===== src/common/cnt_pkg.sv =====
package cnt_pkg;
   // Register byte addresses, one aligned word each
   localparam logic [7:0] OFS_DIR_CLK = 8'h00;
   localparam logic [7:0] OFS_RUN = 8'h04;
   localparam logic [7:0] OFS_SYS1 = 8'h08;
   localparam logic [7:0] OFS_DATA_L = 8'h0C;
   localparam logic [7:0] OFS_DATA_M = 8'h10;
   localparam logic [7:0] OFS_DATA_H = 8'h14;
   localparam logic [7:0] OFS_PWM_ROUTE = 8'h18;
   // Field positions
   localparam int DIR_UP_BIT = 3;
   localparam int RUN_START_BIT = 3;
   localparam int RUN_EVCNT_BIT = 2;
   localparam int RUN_ENCOMP_BIT = 1;
   localparam int RUN_LOAD_BIT = 0;
   localparam int SYS_GLOBAL_INTERRUPT_ENABLE_BIT = 3;
   localparam int SYS_SLEEP_BIT = 2;
   localparam int SYS_CMPW_BIT = 1;
   localparam int SYS_TEST_BIT = 0;
   localparam int PWM_ROUTE_BIT = 0;
   // Reset values
   localparam logic [3:0] RST_NIBBLE = 4'h0;
   localparam logic [9:0] RST_COUNT = 10'h000;
   localparam logic [1:0] RST_LEN = 2'h0;
   // Length masks for length_select codes 0..3
   localparam logic [9:0] MASK_10 = 10'h3FF;
   localparam logic [9:0] MASK_8 = 10'h0FF;
   localparam logic [9:0] MASK_6 = 10'h03F;
   localparam logic [9:0] MASK_4 = 10'h00F;
   // Prescaler taps for clock_source_select codes 1..6
   localparam int TAP_SEL1 = 15;
   localparam int TAP_SEL2 = 12;
   localparam int TAP_SEL3 = 10;
   localparam int TAP_SEL4 = 8;
   localparam int TAP_SEL5 = 4;
   localparam int TAP_SEL6 = 1;

   typedef enum logic [1:0] {SYNC_OFF, SYNC_WAIT, SYNC_RUN} sync_e;

   typedef struct packed {
      logic up;
      logic [2:0] clock_source_select;
      logic start;
      logic event_count_enable;
      logic en_comp;
   } ctl_s;

   typedef struct packed {
      logic global_interrupt_enable;
      logic sleep;
      logic compare_width_select;
      logic factory_test_bit;
   } sys_s;
endpackage : cnt_pkg


===== src/hdl/updown_counter_compare_pwm.sv =====
// Overview of operation
// RULE_01 Load bit copies preload value into count
// RULE_02 Load bit self-clears, always reads zero
// RULE_03 Count readable anytime via data nibbles
// RULE_04 Low nibble read captures bits 9:4 shadow
// RULE_05 Software stops counter before fast-clock reads
// RULE_06 Down mode: terminal request at zero
// RULE_07 Up mode: terminal request at all-ones
// RULE_08 Loading never raises any request
// RULE_09 Direction change inverts the count value
// RULE_10 Loading zero clears start, no request
// RULE_11 Software avoids forbidden compare values
// RULE_12 Software follows the seven-step setup order
// RULE_13 Software routes PWM during step five
// RULE_14 Clock select: PA0, taps 15..1, PA3
// RULE_15 Reset: source PA0, counting down
// RULE_16 Length select: 10, 8, 6, 4 bits
// RULE_17 Compare width select resets to limited
// RULE_18 Data nibbles hold preload/compare bits 9:0
// RULE_19 Compare request on match, only when enabled
// RULE_20 Load clears compare enable, restores PWM level
// RULE_21 PWM toggles on roll-over and compare match
// RULE_22 Cyclic counter, direction defaults to down
// RULE_23 Reduced length wraps within selected bits; count carries into the upper bits, only terminal, roll-over and limited compare are masked
`timescale 1ns/100ps
`default_nettype none
module updown_counter_compare_pwm (
   // Clock and reset
   input wire logic pclk,
   input wire logic presetn,
   // APB slave
   input wire logic psel,
   input wire logic penable,
   input wire logic pwrite,
   input wire logic [7:0] paddr,
   input wire logic [31:0] pwdata,
   output logic [31:0] prdata,
   output logic pready,
   output logic pslverr,
   // Counting clock sources
   input wire logic port_a_bit0,
   input wire logic port_a_bit3,
   input wire logic [15:0] prescaler_tap,
   // Events and outputs
   output logic terminal_count_irq,
   output logic compare_match_irq,
   output logic pwm_out,
   output logic port_b_bit3,
   output logic pwm_routing_enable,
   output logic global_interrupt_enable,
   output logic sleep_request,
   output logic factory_test_bit
);
   cnt_pkg::ctl_s ctl_r;
   cnt_pkg::sys_s sys_r;
   cnt_pkg::sync_e sync_r;
   logic [9:0] preload_value_r;
   logic [9:0] count_r;
   logic [9:4] count_shadow_r;
   logic [1:0] length_select_r;
   logic pwm_routing_r;
   logic src_prev_r;
   logic pwm_r;
   logic tc_irq_r;
   logic cmp_irq_r;
   logic [31:0] prdata_r;
   logic slverr_r;
   logic src_sel;
   logic src_rise;
   logic src_fall;
   logic wr_en;
   logic rd_setup;
   logic load_wr;
   logic dir_wr;
   logic step;
   logic [9:0] len_mask;
   logic [9:0] count_nxt;
   logic term_hit;
   logic roll_over;
   logic cmp_lim;
   logic cmp_full;
   logic cmp_hit;
   logic mapped;

   // APB decode; writes act at the access edge, reads latch at setup
   assign wr_en = psel & penable & pwrite;
   assign rd_setup = psel & ~penable & ~pwrite;
   assign load_wr = wr_en & (paddr == cnt_pkg::OFS_RUN) & pwdata[cnt_pkg::RUN_LOAD_BIT];
   assign dir_wr = wr_en & (paddr == cnt_pkg::OFS_DIR_CLK);
   assign mapped = (paddr == cnt_pkg::OFS_DIR_CLK) | (paddr == cnt_pkg::OFS_RUN)
      | (paddr == cnt_pkg::OFS_SYS1) | (paddr == cnt_pkg::OFS_DATA_L)
      | (paddr == cnt_pkg::OFS_DATA_M) | (paddr == cnt_pkg::OFS_DATA_H)
      | (paddr == cnt_pkg::OFS_PWM_ROUTE);
   assign pready = psel & penable; // Zero wait states
   assign pslverr = psel & penable & slverr_r;
   assign prdata = prdata_r;

   // Clock source mux
   always_comb begin
      case (ctl_r.clock_source_select)
         3'h0: src_sel = port_a_bit0; // RULE_14
         3'h1: src_sel = prescaler_tap[cnt_pkg::TAP_SEL1];
         3'h2: src_sel = prescaler_tap[cnt_pkg::TAP_SEL2];
         3'h3: src_sel = prescaler_tap[cnt_pkg::TAP_SEL3];
         3'h4: src_sel = prescaler_tap[cnt_pkg::TAP_SEL4];
         3'h5: src_sel = prescaler_tap[cnt_pkg::TAP_SEL5];
         3'h6: src_sel = prescaler_tap[cnt_pkg::TAP_SEL6];
         default: src_sel = port_a_bit3;
      endcase
   end

   // Edge detect on the selected source; inputs already synchronous
   always_ff @(posedge pclk or negedge presetn) begin
      if (!presetn) begin
         src_prev_r <= 1'b0;
      end else begin
         src_prev_r <= src_sel;
      end
   end
   assign src_rise = src_sel & ~src_prev_r;
   assign src_fall = ~src_sel & src_prev_r;

   // Length mask
   always_comb begin
      case (length_select_r)
         2'h0: len_mask = cnt_pkg::MASK_10; // RULE_16
         2'h1: len_mask = cnt_pkg::MASK_8;
         2'h2: len_mask = cnt_pkg::MASK_6;
         default: len_mask = cnt_pkg::MASK_4;
      endcase
   end

   // Step and event terms; a load cycle never steps, so it raises nothing
   assign step = (sync_r == cnt_pkg::SYNC_RUN) & ctl_r.start & src_rise & ~load_wr; // RULE_08
   assign count_nxt = ctl_r.up ? count_r + 10'h001 : count_r - 10'h001; // RULE_22
   // Terminal looks only at the selected length bits
   assign term_hit = ctl_r.up ? ((count_nxt & len_mask) == len_mask) // RULE_07 RULE_23
                              : ((count_nxt & len_mask) == 10'h000); // RULE_06
   assign roll_over = ctl_r.up ? ((count_r & len_mask) == len_mask) // RULE_23
                               : ((count_r & len_mask) == 10'h000);
   assign cmp_lim = (count_nxt & len_mask) == (preload_value_r & len_mask);
   assign cmp_full = count_nxt == preload_value_r;
   assign cmp_hit = sys_r.compare_width_select ? cmp_full : cmp_lim;

   // Start synchronisation: wait for a falling edge unless event counting
   always_ff @(posedge pclk or negedge presetn) begin
      if (!presetn) begin
         sync_r <= cnt_pkg::SYNC_OFF;
      end else begin
         case (sync_r)
            cnt_pkg::SYNC_OFF: begin
               if (ctl_r.start) begin
                  sync_r <= ctl_r.event_count_enable ? cnt_pkg::SYNC_RUN : cnt_pkg::SYNC_WAIT;
               end
            end
            cnt_pkg::SYNC_WAIT: begin
               if (!ctl_r.start) begin
                  sync_r <= cnt_pkg::SYNC_OFF;
               end else if (src_fall) begin
                  sync_r <= cnt_pkg::SYNC_RUN;
               end
            end
            cnt_pkg::SYNC_RUN: begin
               if (!ctl_r.start) begin
                  sync_r <= cnt_pkg::SYNC_OFF;
               end
            end
            default: sync_r <= cnt_pkg::SYNC_OFF;
         endcase
      end
   end

   // Control register; hardware clears take part in the same process
   always_ff @(posedge pclk or negedge presetn) begin
      if (!presetn) begin
         ctl_r <= '0; // RULE_15 RULE_22
      end else begin
         if (dir_wr) begin
            ctl_r.up <= pwdata[cnt_pkg::DIR_UP_BIT];
            ctl_r.clock_source_select <= pwdata[2:0]; // RULE_14
         end
         if (wr_en && paddr == cnt_pkg::OFS_RUN) begin
            ctl_r.start <= pwdata[cnt_pkg::RUN_START_BIT];
            ctl_r.event_count_enable <= pwdata[cnt_pkg::RUN_EVCNT_BIT];
            ctl_r.en_comp <= pwdata[cnt_pkg::RUN_ENCOMP_BIT];
         end
         if (load_wr) begin
            ctl_r.en_comp <= 1'b0; // RULE_20
            if (preload_value_r == 10'h000) begin
               ctl_r.start <= 1'b0; // RULE_10
            end
         end
         // Pulse train ends itself when routed with full compare
         if (step && ctl_r.en_comp && cmp_full && sys_r.compare_width_select
             && pwm_routing_r) begin
            ctl_r.start <= 1'b0;
         end
      end
   end

   // System and routing bits
   always_ff @(posedge pclk or negedge presetn) begin
      if (!presetn) begin
         sys_r <= '0; // RULE_17
         pwm_routing_r <= 1'b0;
      end else begin
         if (wr_en && paddr == cnt_pkg::OFS_SYS1) begin
            sys_r <= pwdata[3:0];
         end
         if (wr_en && paddr == cnt_pkg::OFS_PWM_ROUTE) begin
            pwm_routing_r <= pwdata[cnt_pkg::PWM_ROUTE_BIT];
         end
      end
   end

   // Preload/compare nibbles and length select
   always_ff @(posedge pclk or negedge presetn) begin
      if (!presetn) begin
         preload_value_r <= cnt_pkg::RST_COUNT;
         length_select_r <= cnt_pkg::RST_LEN;
      end else if (wr_en) begin
         case (paddr)
            cnt_pkg::OFS_DATA_L: preload_value_r[3:0] <= pwdata[3:0]; // RULE_18
            cnt_pkg::OFS_DATA_M: preload_value_r[7:4] <= pwdata[3:0];
            cnt_pkg::OFS_DATA_H: begin
               preload_value_r[9:8] <= pwdata[1:0];
               length_select_r <= pwdata[3:2]; // RULE_16
            end
            default: ;
         endcase
      end
   end

   // Running count
   always_ff @(posedge pclk or negedge presetn) begin
      if (!presetn) begin
         count_r <= cnt_pkg::RST_COUNT;
      end else if (load_wr) begin
         count_r <= preload_value_r; // RULE_01
      end else if (dir_wr && (pwdata[cnt_pkg::DIR_UP_BIT] != ctl_r.up)) begin
         count_r <= ~count_r; // RULE_09
      end else if (step) begin
         count_r <= count_nxt; // RULE_22
      end
   end

   // Event pulses, one cycle after the counting step
   always_ff @(posedge pclk or negedge presetn) begin
      if (!presetn) begin
         tc_irq_r <= 1'b0;
         cmp_irq_r <= 1'b0;
      end else begin
         tc_irq_r <= step & term_hit; // RULE_06 RULE_07
         cmp_irq_r <= step & ctl_r.en_comp & cmp_hit; // RULE_19
      end
   end

   // PWM level; compare for PWM always uses the selected length
   always_ff @(posedge pclk or negedge presetn) begin
      if (!presetn) begin
         pwm_r <= 1'b1;
      end else if (!ctl_r.en_comp) begin
         pwm_r <= ~ctl_r.up; // RULE_20
      end else if (step && (roll_over || cmp_lim)) begin
         pwm_r <= ~pwm_r; // RULE_21
      end
   end

   // Read path; a low nibble read also freezes bits 9:4
   always_ff @(posedge pclk or negedge presetn) begin
      if (!presetn) begin
         count_shadow_r <= 6'h00;
         prdata_r <= 32'h0000_0000;
         slverr_r <= 1'b0;
      end else if (psel && !penable) begin
         slverr_r <= ~mapped;
         prdata_r <= 32'h0000_0000;
         if (rd_setup) begin
            case (paddr)
               cnt_pkg::OFS_DIR_CLK: prdata_r[3:0] <= {ctl_r.up, ctl_r.clock_source_select};
               // Load reads as zero
               cnt_pkg::OFS_RUN: prdata_r[3:0] <= {ctl_r.start, ctl_r.event_count_enable,
                  ctl_r.en_comp, 1'b0}; // RULE_02
               cnt_pkg::OFS_SYS1: prdata_r[3:0] <= sys_r;
               cnt_pkg::OFS_DATA_L: begin
                  prdata_r[3:0] <= count_r[3:0]; // RULE_03
                  count_shadow_r <= count_r[9:4]; // RULE_04
               end
               cnt_pkg::OFS_DATA_M: prdata_r[3:0] <= count_shadow_r[7:4]; // RULE_04
               cnt_pkg::OFS_DATA_H: prdata_r[3:0] <= {length_select_r, count_shadow_r[9:8]};
               cnt_pkg::OFS_PWM_ROUTE: prdata_r[0] <= pwm_routing_r;
               default: ;
            endcase
         end
      end
   end

   // Outputs
   assign terminal_count_irq = tc_irq_r;
   assign compare_match_irq = cmp_irq_r;
   assign pwm_out = pwm_r;
   assign port_b_bit3 = pwm_routing_r & pwm_r; // RULE_21
   assign pwm_routing_enable = pwm_routing_r;
   assign global_interrupt_enable = sys_r.global_interrupt_enable;
   assign sleep_request = sys_r.sleep;
   assign factory_test_bit = sys_r.factory_test_bit;
endmodule : updown_counter_compare_pwm
`default_nettype wire


===== config.mk =====
export PLATFORM = sky130hd
export DESIGN_NAME = updown_counter_compare_pwm
export DESIGN_NICKNAME = d
export VERILOG_FILES = /design/src/common/cnt_pkg.sv /design/src/hdl/updown_counter_compare_pwm.sv
export SDC_FILE = /design/constraint.sdc
export NUM_CORES = 1
export LEC_CHECK = 0
export BUFFER_PORTS_ARGS = -buffer_cell sky130_fd_sc_hd__buf_2
export CORE_ASPECT_RATIO = 0.75
export CORE_MARGIN = 2
export CORE_UTILIZATION = 53
export CTS_CLUSTER_SIZE = 12
export DETAILED_ROUTE_END_ITERATION = 8
export HOLD_SLACK_MARGIN = 0.1
export PLACE_DENSITY_LB_ADDON = 0.12
export SYNTH_ARGS = -nofsm -noshare
export SYNTH_HDL_FRONTEND = slang
export SYNTH_SLANG_ARGS = --single-unit

===== constraint.sdc =====
create_clock -name pclk -period 3.9 [get_ports pclk]
set_clock_uncertainty 0.2 [all_clocks]
set_input_delay 0.78 -clock pclk [delete_from_list [all_inputs] [get_ports pclk]]
set_output_delay 0.78 -clock pclk [all_outputs]
set_load 0.1 [all_outputs]

Word level (Yosys, flattened, before mapping)
Cells that the tools add are included.
{"block": "totals", "in_bits": 63, "out_inout_bits": 42, "word_cells": 136, "ff_bits": 51}
{"block": "classes", "addsub": 2, "n_eq_ne": 25, "n_reduce_logical": 26, "bitwise": 35, "mux": 25}
{"op": "$eq A10 B10 Y1", "n": 4}
{"op": "$mux W10", "n": 4}
{"op": "$and A10 B10 Y10", "n": 3}
{"op": "$logic_not A10 Y1", "n": 3}
{"op": "$pmux W10 S3", "n": 1}
{"op": "$eq A8 B5 Y1 const B", "n": 3}
{"op": "$pmux W3 S6", "n": 1}
{"op": "$and A1 B1 Y1", "n": 17}
{"op": "$eq A8 B4 Y1 const B", "n": 2}
{"op": "$add A10 B1 Y10 const B", "n": 1}
{"op": "$logic_and A1 B1 Y1", "n": 10}
{"op": "$mux W2", "n": 5}
{"op": "$not A10 Y10", "n": 1}
{"op": "$sub A10 B1 Y10 const B", "n": 1}
{"op": "$eq A3 B3 Y1 const B", "n": 3}
{"op": "$mux W1", "n": 9}
{"op": "$eq A8 B3 Y1 const B", "n": 1}
{"op": "$logic_not A8 Y1", "n": 1}
{"op": "$not A1 Y1", "n": 8}
{"op": "$pmux W1 S7", "n": 1}
{"op": "$eq A3 B2 Y1 const B", "n": 2}
{"op": "$or A1 B1 Y1", "n": 6}
{"op": "$pmux W1 S6", "n": 1}
{"op": "$pmux W2 S3", "n": 1}
{"op": "17 further kinds", "n": 24}

Longest topological paths before layout
{"block": "logic_depth", "word_depth": 11, "mapped_depth": 12, "depth_no_buf": 10}

Worst setup path after synthesis
No wires, ideal clock.
{"block": "synth_timing", "path_type": "reg-to-reg", "start": "register ctl_r[6] (netlist bit)", "end": "register pwm_r, in the netlist pwm_out", "period_less_slack_ps": 3311, "setup_slack_ps": 589, "path_stages_with_launch": 12, "arrival_ps": 3006, "required_ps": 3595, "cell_sequence": "dfrtp_1 -> clkbuf_1 -> inv_1 -> ha_1 -> o21ai_0 -> nor3b_1 -> a311oi_1 -> o211ai_1 -> a221oi_1 -> nand4_1 -> mux2i_1 -> a2111oi_2"}
{"block": "synth_between", "elab_chain_len": 6, "word_cells_on_any_way": 9, "cone_classes": "eq/ne (2); mux (3); bitwise (2); reduce/logical (2)"}
{"item": "from (decl)", "line": "updown_counter_compare_pwm.sv:54", "text": "cnt_pkg::ctl_s ctl_r;"}
{"item": "$mux W10", "line": "updown_counter_compare_pwm.sv:135", "text": "assign count_nxt = ctl_r.up ? count_r + 10'h001 : count_r - 10'h001;"}
{"item": "$and A10 B10 Y10", "line": "updown_counter_compare_pwm.sv:141", "text": "assign cmp_lim = (count_nxt & len_mask) == (preload_value_r & len_mask);"}
{"item": "$eq A10 B10 Y1", "line": "updown_counter_compare_pwm.sv:141"}
{"item": "$logic_or A1 B1 Y1", "line": "updown_counter_compare_pwm.sv:264", "text": "end else if (step && (roll_over || cmp_lim)) begin"}
{"item": "$logic_and A1 B1 Y1", "line": "updown_counter_compare_pwm.sv:264"}
{"item": "$ne A2 B1 Y1 (no line)"}
{"item": "to (signal assigned)", "line": "updown_counter_compare_pwm.sv:263", "text": "pwm_r <= ~ctl_r.up;"}
{"item": "to (signal assigned)", "line": "updown_counter_compare_pwm.sv:265", "text": "pwm_r <= ~pwm_r;"}
{"item": "to (decl)", "line": "updown_counter_compare_pwm.sv:63", "text": "logic pwm_r;"}
Parallel ways exist; a longest one is shown, timed or not.
A chain may end at the register's enable or synchronous reset.

Worst setup path after layout
Ends and elaborated chain as after synthesis.

==> run metrics <==
status=completed; peak fanout along the critical path=16; Worst IR Drop VDD=0.1623 mV; # clock sinks=slightly above 50; Post-DP Area=0.003953 sq mm; Period minus WS final=between 3 and 4 ns; power density cells=289.3 mW/mm^2; first-pass GRT wire length=approximately 16 mm; final instance area=0.004070 sq mm; Setup Total Neg Slack=0 ns; CTS resizes=0; sequential share of the synthesized area=33.85%; DRC viols=0; Post-CTS Setup Repair Bufs=0; Worst-Margin Slew=0.8464 ns; H-Tree Depth=2; GRT Overall Usage=about a quarter; Yosys cell types=63; die height=77.08 um; Post-CTS Hold Fix Bufs=0; largest net degree at the start of global routing=38; Starting DRT DRC Count=197; routed via count=3165; CTS Buf Count=5; Post-synth EDFFs=0; Clock Tree Buf Depth=2; FFs w/ async S/R, synth=between 90% and 100%; post-DR vias/cell=5.776; hpwl dp=7.132 mm; nets@finish=between 500 and 600; crit path capture type=register; post-synth top area share=between 30% and 40%; CP startpoint kind=register; Port Buffer Count=38; CP Class=reg2reg; cells after synthesis=415; cell area after synthesis=roughly 0.0038 sq mm; vias in the first global route=a little over 3k; Core Box Area=0.006864 sq mm; Final setup viols=0; clock-pin transition on the worst setup and hold timing paths=0.09 ns; flops & latches, synth=51; Overflow after GRT=0; row count=26; Slew headroom=43.57%; number of max-cap violations=0; number of antenna violations at the first check in global routing=0; layout cell share with drive strength beyond 1=21.78%; static leakage=1.892 nW; Fin. Hold Viols=0; ANT nets after route=0; Top-Level Pins=between 100 and 150; fill cell count=644; TritonRoute pass-1 iters=4; post-synthesis average cell area=9.093 sq um; Die Area=0.007818 sq mm; clk_lat worst skew=~0.30 ns; RSZ-0062 raised after global routing=no; starting density of the core=54.98%; CTS tree=built; Req. time, crit path=3.87 ns; hold crit path type=reg2reg; CP arrival=3.52 ns; root buffer cell=clkbuf_8; Die W=101.4 um; cell taking the most area after synthesis=dfrtp_1; FMAX=between 200 and 300 MHz; gp weighted congestion=roughly 0.9; period utilization=between 90 and 100%; DR WL/cell=16.83 um; ys flop type=dfrtp_1; top cells by area, synth=dfrtp_1 (33%), mux2_2 (9.3%), buf_4 (5.6%), nand2_1 (4.1%), nor2_1 (3.8%); fin. max-slew vios=0; Syn. warnings=0; area grow syn2layout=7.858%; Ant. Diodes=0; Total Wirelength=just over 9 mm
## flip-flops by register name, summed over array words and instances, names as in the netlist, 2 cells and up
signal           cells
count_r             10
count_shadow_r       6
ctl_r                7
length_select_r      2
prdata               4
preload_value_r     10
sync_r               2
## layout make-up
| class | instances | area [sq um] | share of cell area (%) |
|---|---|---|---|
| well taps | 98 | 122.6 | 3.013 |
| inverters | 10 | 37.54 | 0.9222 |
| repair buffers | 44 | 235.2 | 5.779 |
| flip-flops and latches | 51 | 1277 | 31.39 |
| clock buffers | 6 | 82.58 | 2.029 |
| multi-input cells | 337 | 2280 | 56.01 |
| clock inverters | 2 | 35.03 | 0.8607 |
## placed cells by master, fill, tap and decap left out, types with 3 or more instances in the layout
cell / count
nand4_1: 4
nor2b_1: 9
mux2_2: 31
or2_2: 3
and2_1: 3
clkbuf_8: 6
nor3_1: 9
buf_2: 38
a22o_1: 4
nor2_1: 38
mux4_2: 3
conb_1: 28
a211oi_1: 7
nand2_1: 41
nand2b_1: 3
ha_1: 10
o21ai_0: 24
buf_4: 6
xnor2_1: 12
o21bai_1: 4
a221oi_1: 3
nor4_1: 4
a31oi_1: 3
inv_1: 10
o21a_1: 3
a21oi_1: 14
nor3b_1: 5
o211ai_1: 4
nand3_1: 17
xor2_1: 6
nor4b_1: 4
and3_1: 4
mux2i_1: 3
dfrtp_1: 50
## synthesized netlist by cell type, types with 3 or more instances
cell	count
buf_4	28
a211oi_1	7
nor4b_1	4
dfrtp_1	50
inv_1	10
or2_2	3
nor2_1	38
nor4_1	4
mux4_2	3
buf_1	3
nand2_1	41
xnor2_1	12
a21oi_1	14
o21a_1	3
nor3_1	9
mux2_2	31
a22o_1	4
clkbuf_1	10
a31oi_1	3
and3_1	4
nor3b_1	5
o21ai_0	24
xor2_1	6
o211ai_1	4
nand3_1	17
mux2i_1	3
ha_1	10
and2_1	3
nand4_1	4
nor2b_1	9
o21bai_1	4
nand2b_1	3
a221oi_1	3
## logic make-up after synthesis
kind of cell / after synthesis / share of synthesized area (%)
AND/OR/NAND/NOR: 154 / 21.02
AO/OA/AOI/OAI: 88 / 16.15
buffers and inverters: 54 / 8.422
flip-flops: 51 / 33.85
multiplexers: 37 / 11.84
XOR/XNOR: 19 / 4.774
adder cells (fa/ha/maj): 11 / 3.846
other: 1 / 0.09937
## per-layer routing
layer  track usage [%]  vias up  wire, um
met3             5.287        4       734
li1                  -     1519         -
met4             2.297        0        32
met5                 0        -         0
met2             36.36      110      3931
met1             41.43     1532      4523
## critical path, stage by stage, from the launching register on
cell	delay, ns
dfrtp_1	0.38
inv_1	0.21
ha_1	0.44
o21ai_0	0.36
nor3b_1	0.10
a311oi_1	0.36
o211ai_1	0.30
a221oi_1	0.34
nand4_1	0.16
mux2i_1	0.16
a2111oi_2	0.40
## path summary, 6_finish.rpt
check                                     endpoint  depth (start not counted)  slack (ns)      start
worst max-delay path                       pwm_out                         10        0.35   ctl_r[6]
max in group asynchronous       preload_value_r[9]                          2        2.39    presetn
worst min register to register           sync_r[0]                          1        0.30  sync_r[1]
min in group asynchronous                sync_r[1]                          1        0.38    presetn
worst min-delay path                     sync_r[0]                          1        0.30  sync_r[1]
worst max register to register             pwm_out                         10        0.35   ctl_r[6]
## metrics by stage
step | cells | total power, mW | utilization [%] | hold slack (ns) | worst slack [ns]
floorplan | 442 | 0.7777 | - | 0.2429 | 0.5888
global placement | 540 | 0.8033 | 57.58 | 0.2645 | 0.4180
detailed placement | 540 | 0.8056 | 57.58 | 0.2791 | 0.3487
CTS | 548 | 1.183 | 59.30 | 0.2966 | 0.3500
global route | 548 | 1.226 | 59.30 | 0.3214 | 0.02323
finish | 548 | 1.178 | 59.30 | 0.2955 | 0.3500
## report_power, final
part	total [mW]	internal [mW]	switching [mW]
clock network	0.381	0.208	0.174
logic	0.249	0.0472	0.202
registers	0.547	0.536	0.0111
total	1.18	0.791	0.386
Power figures use the tool's default switching activity.
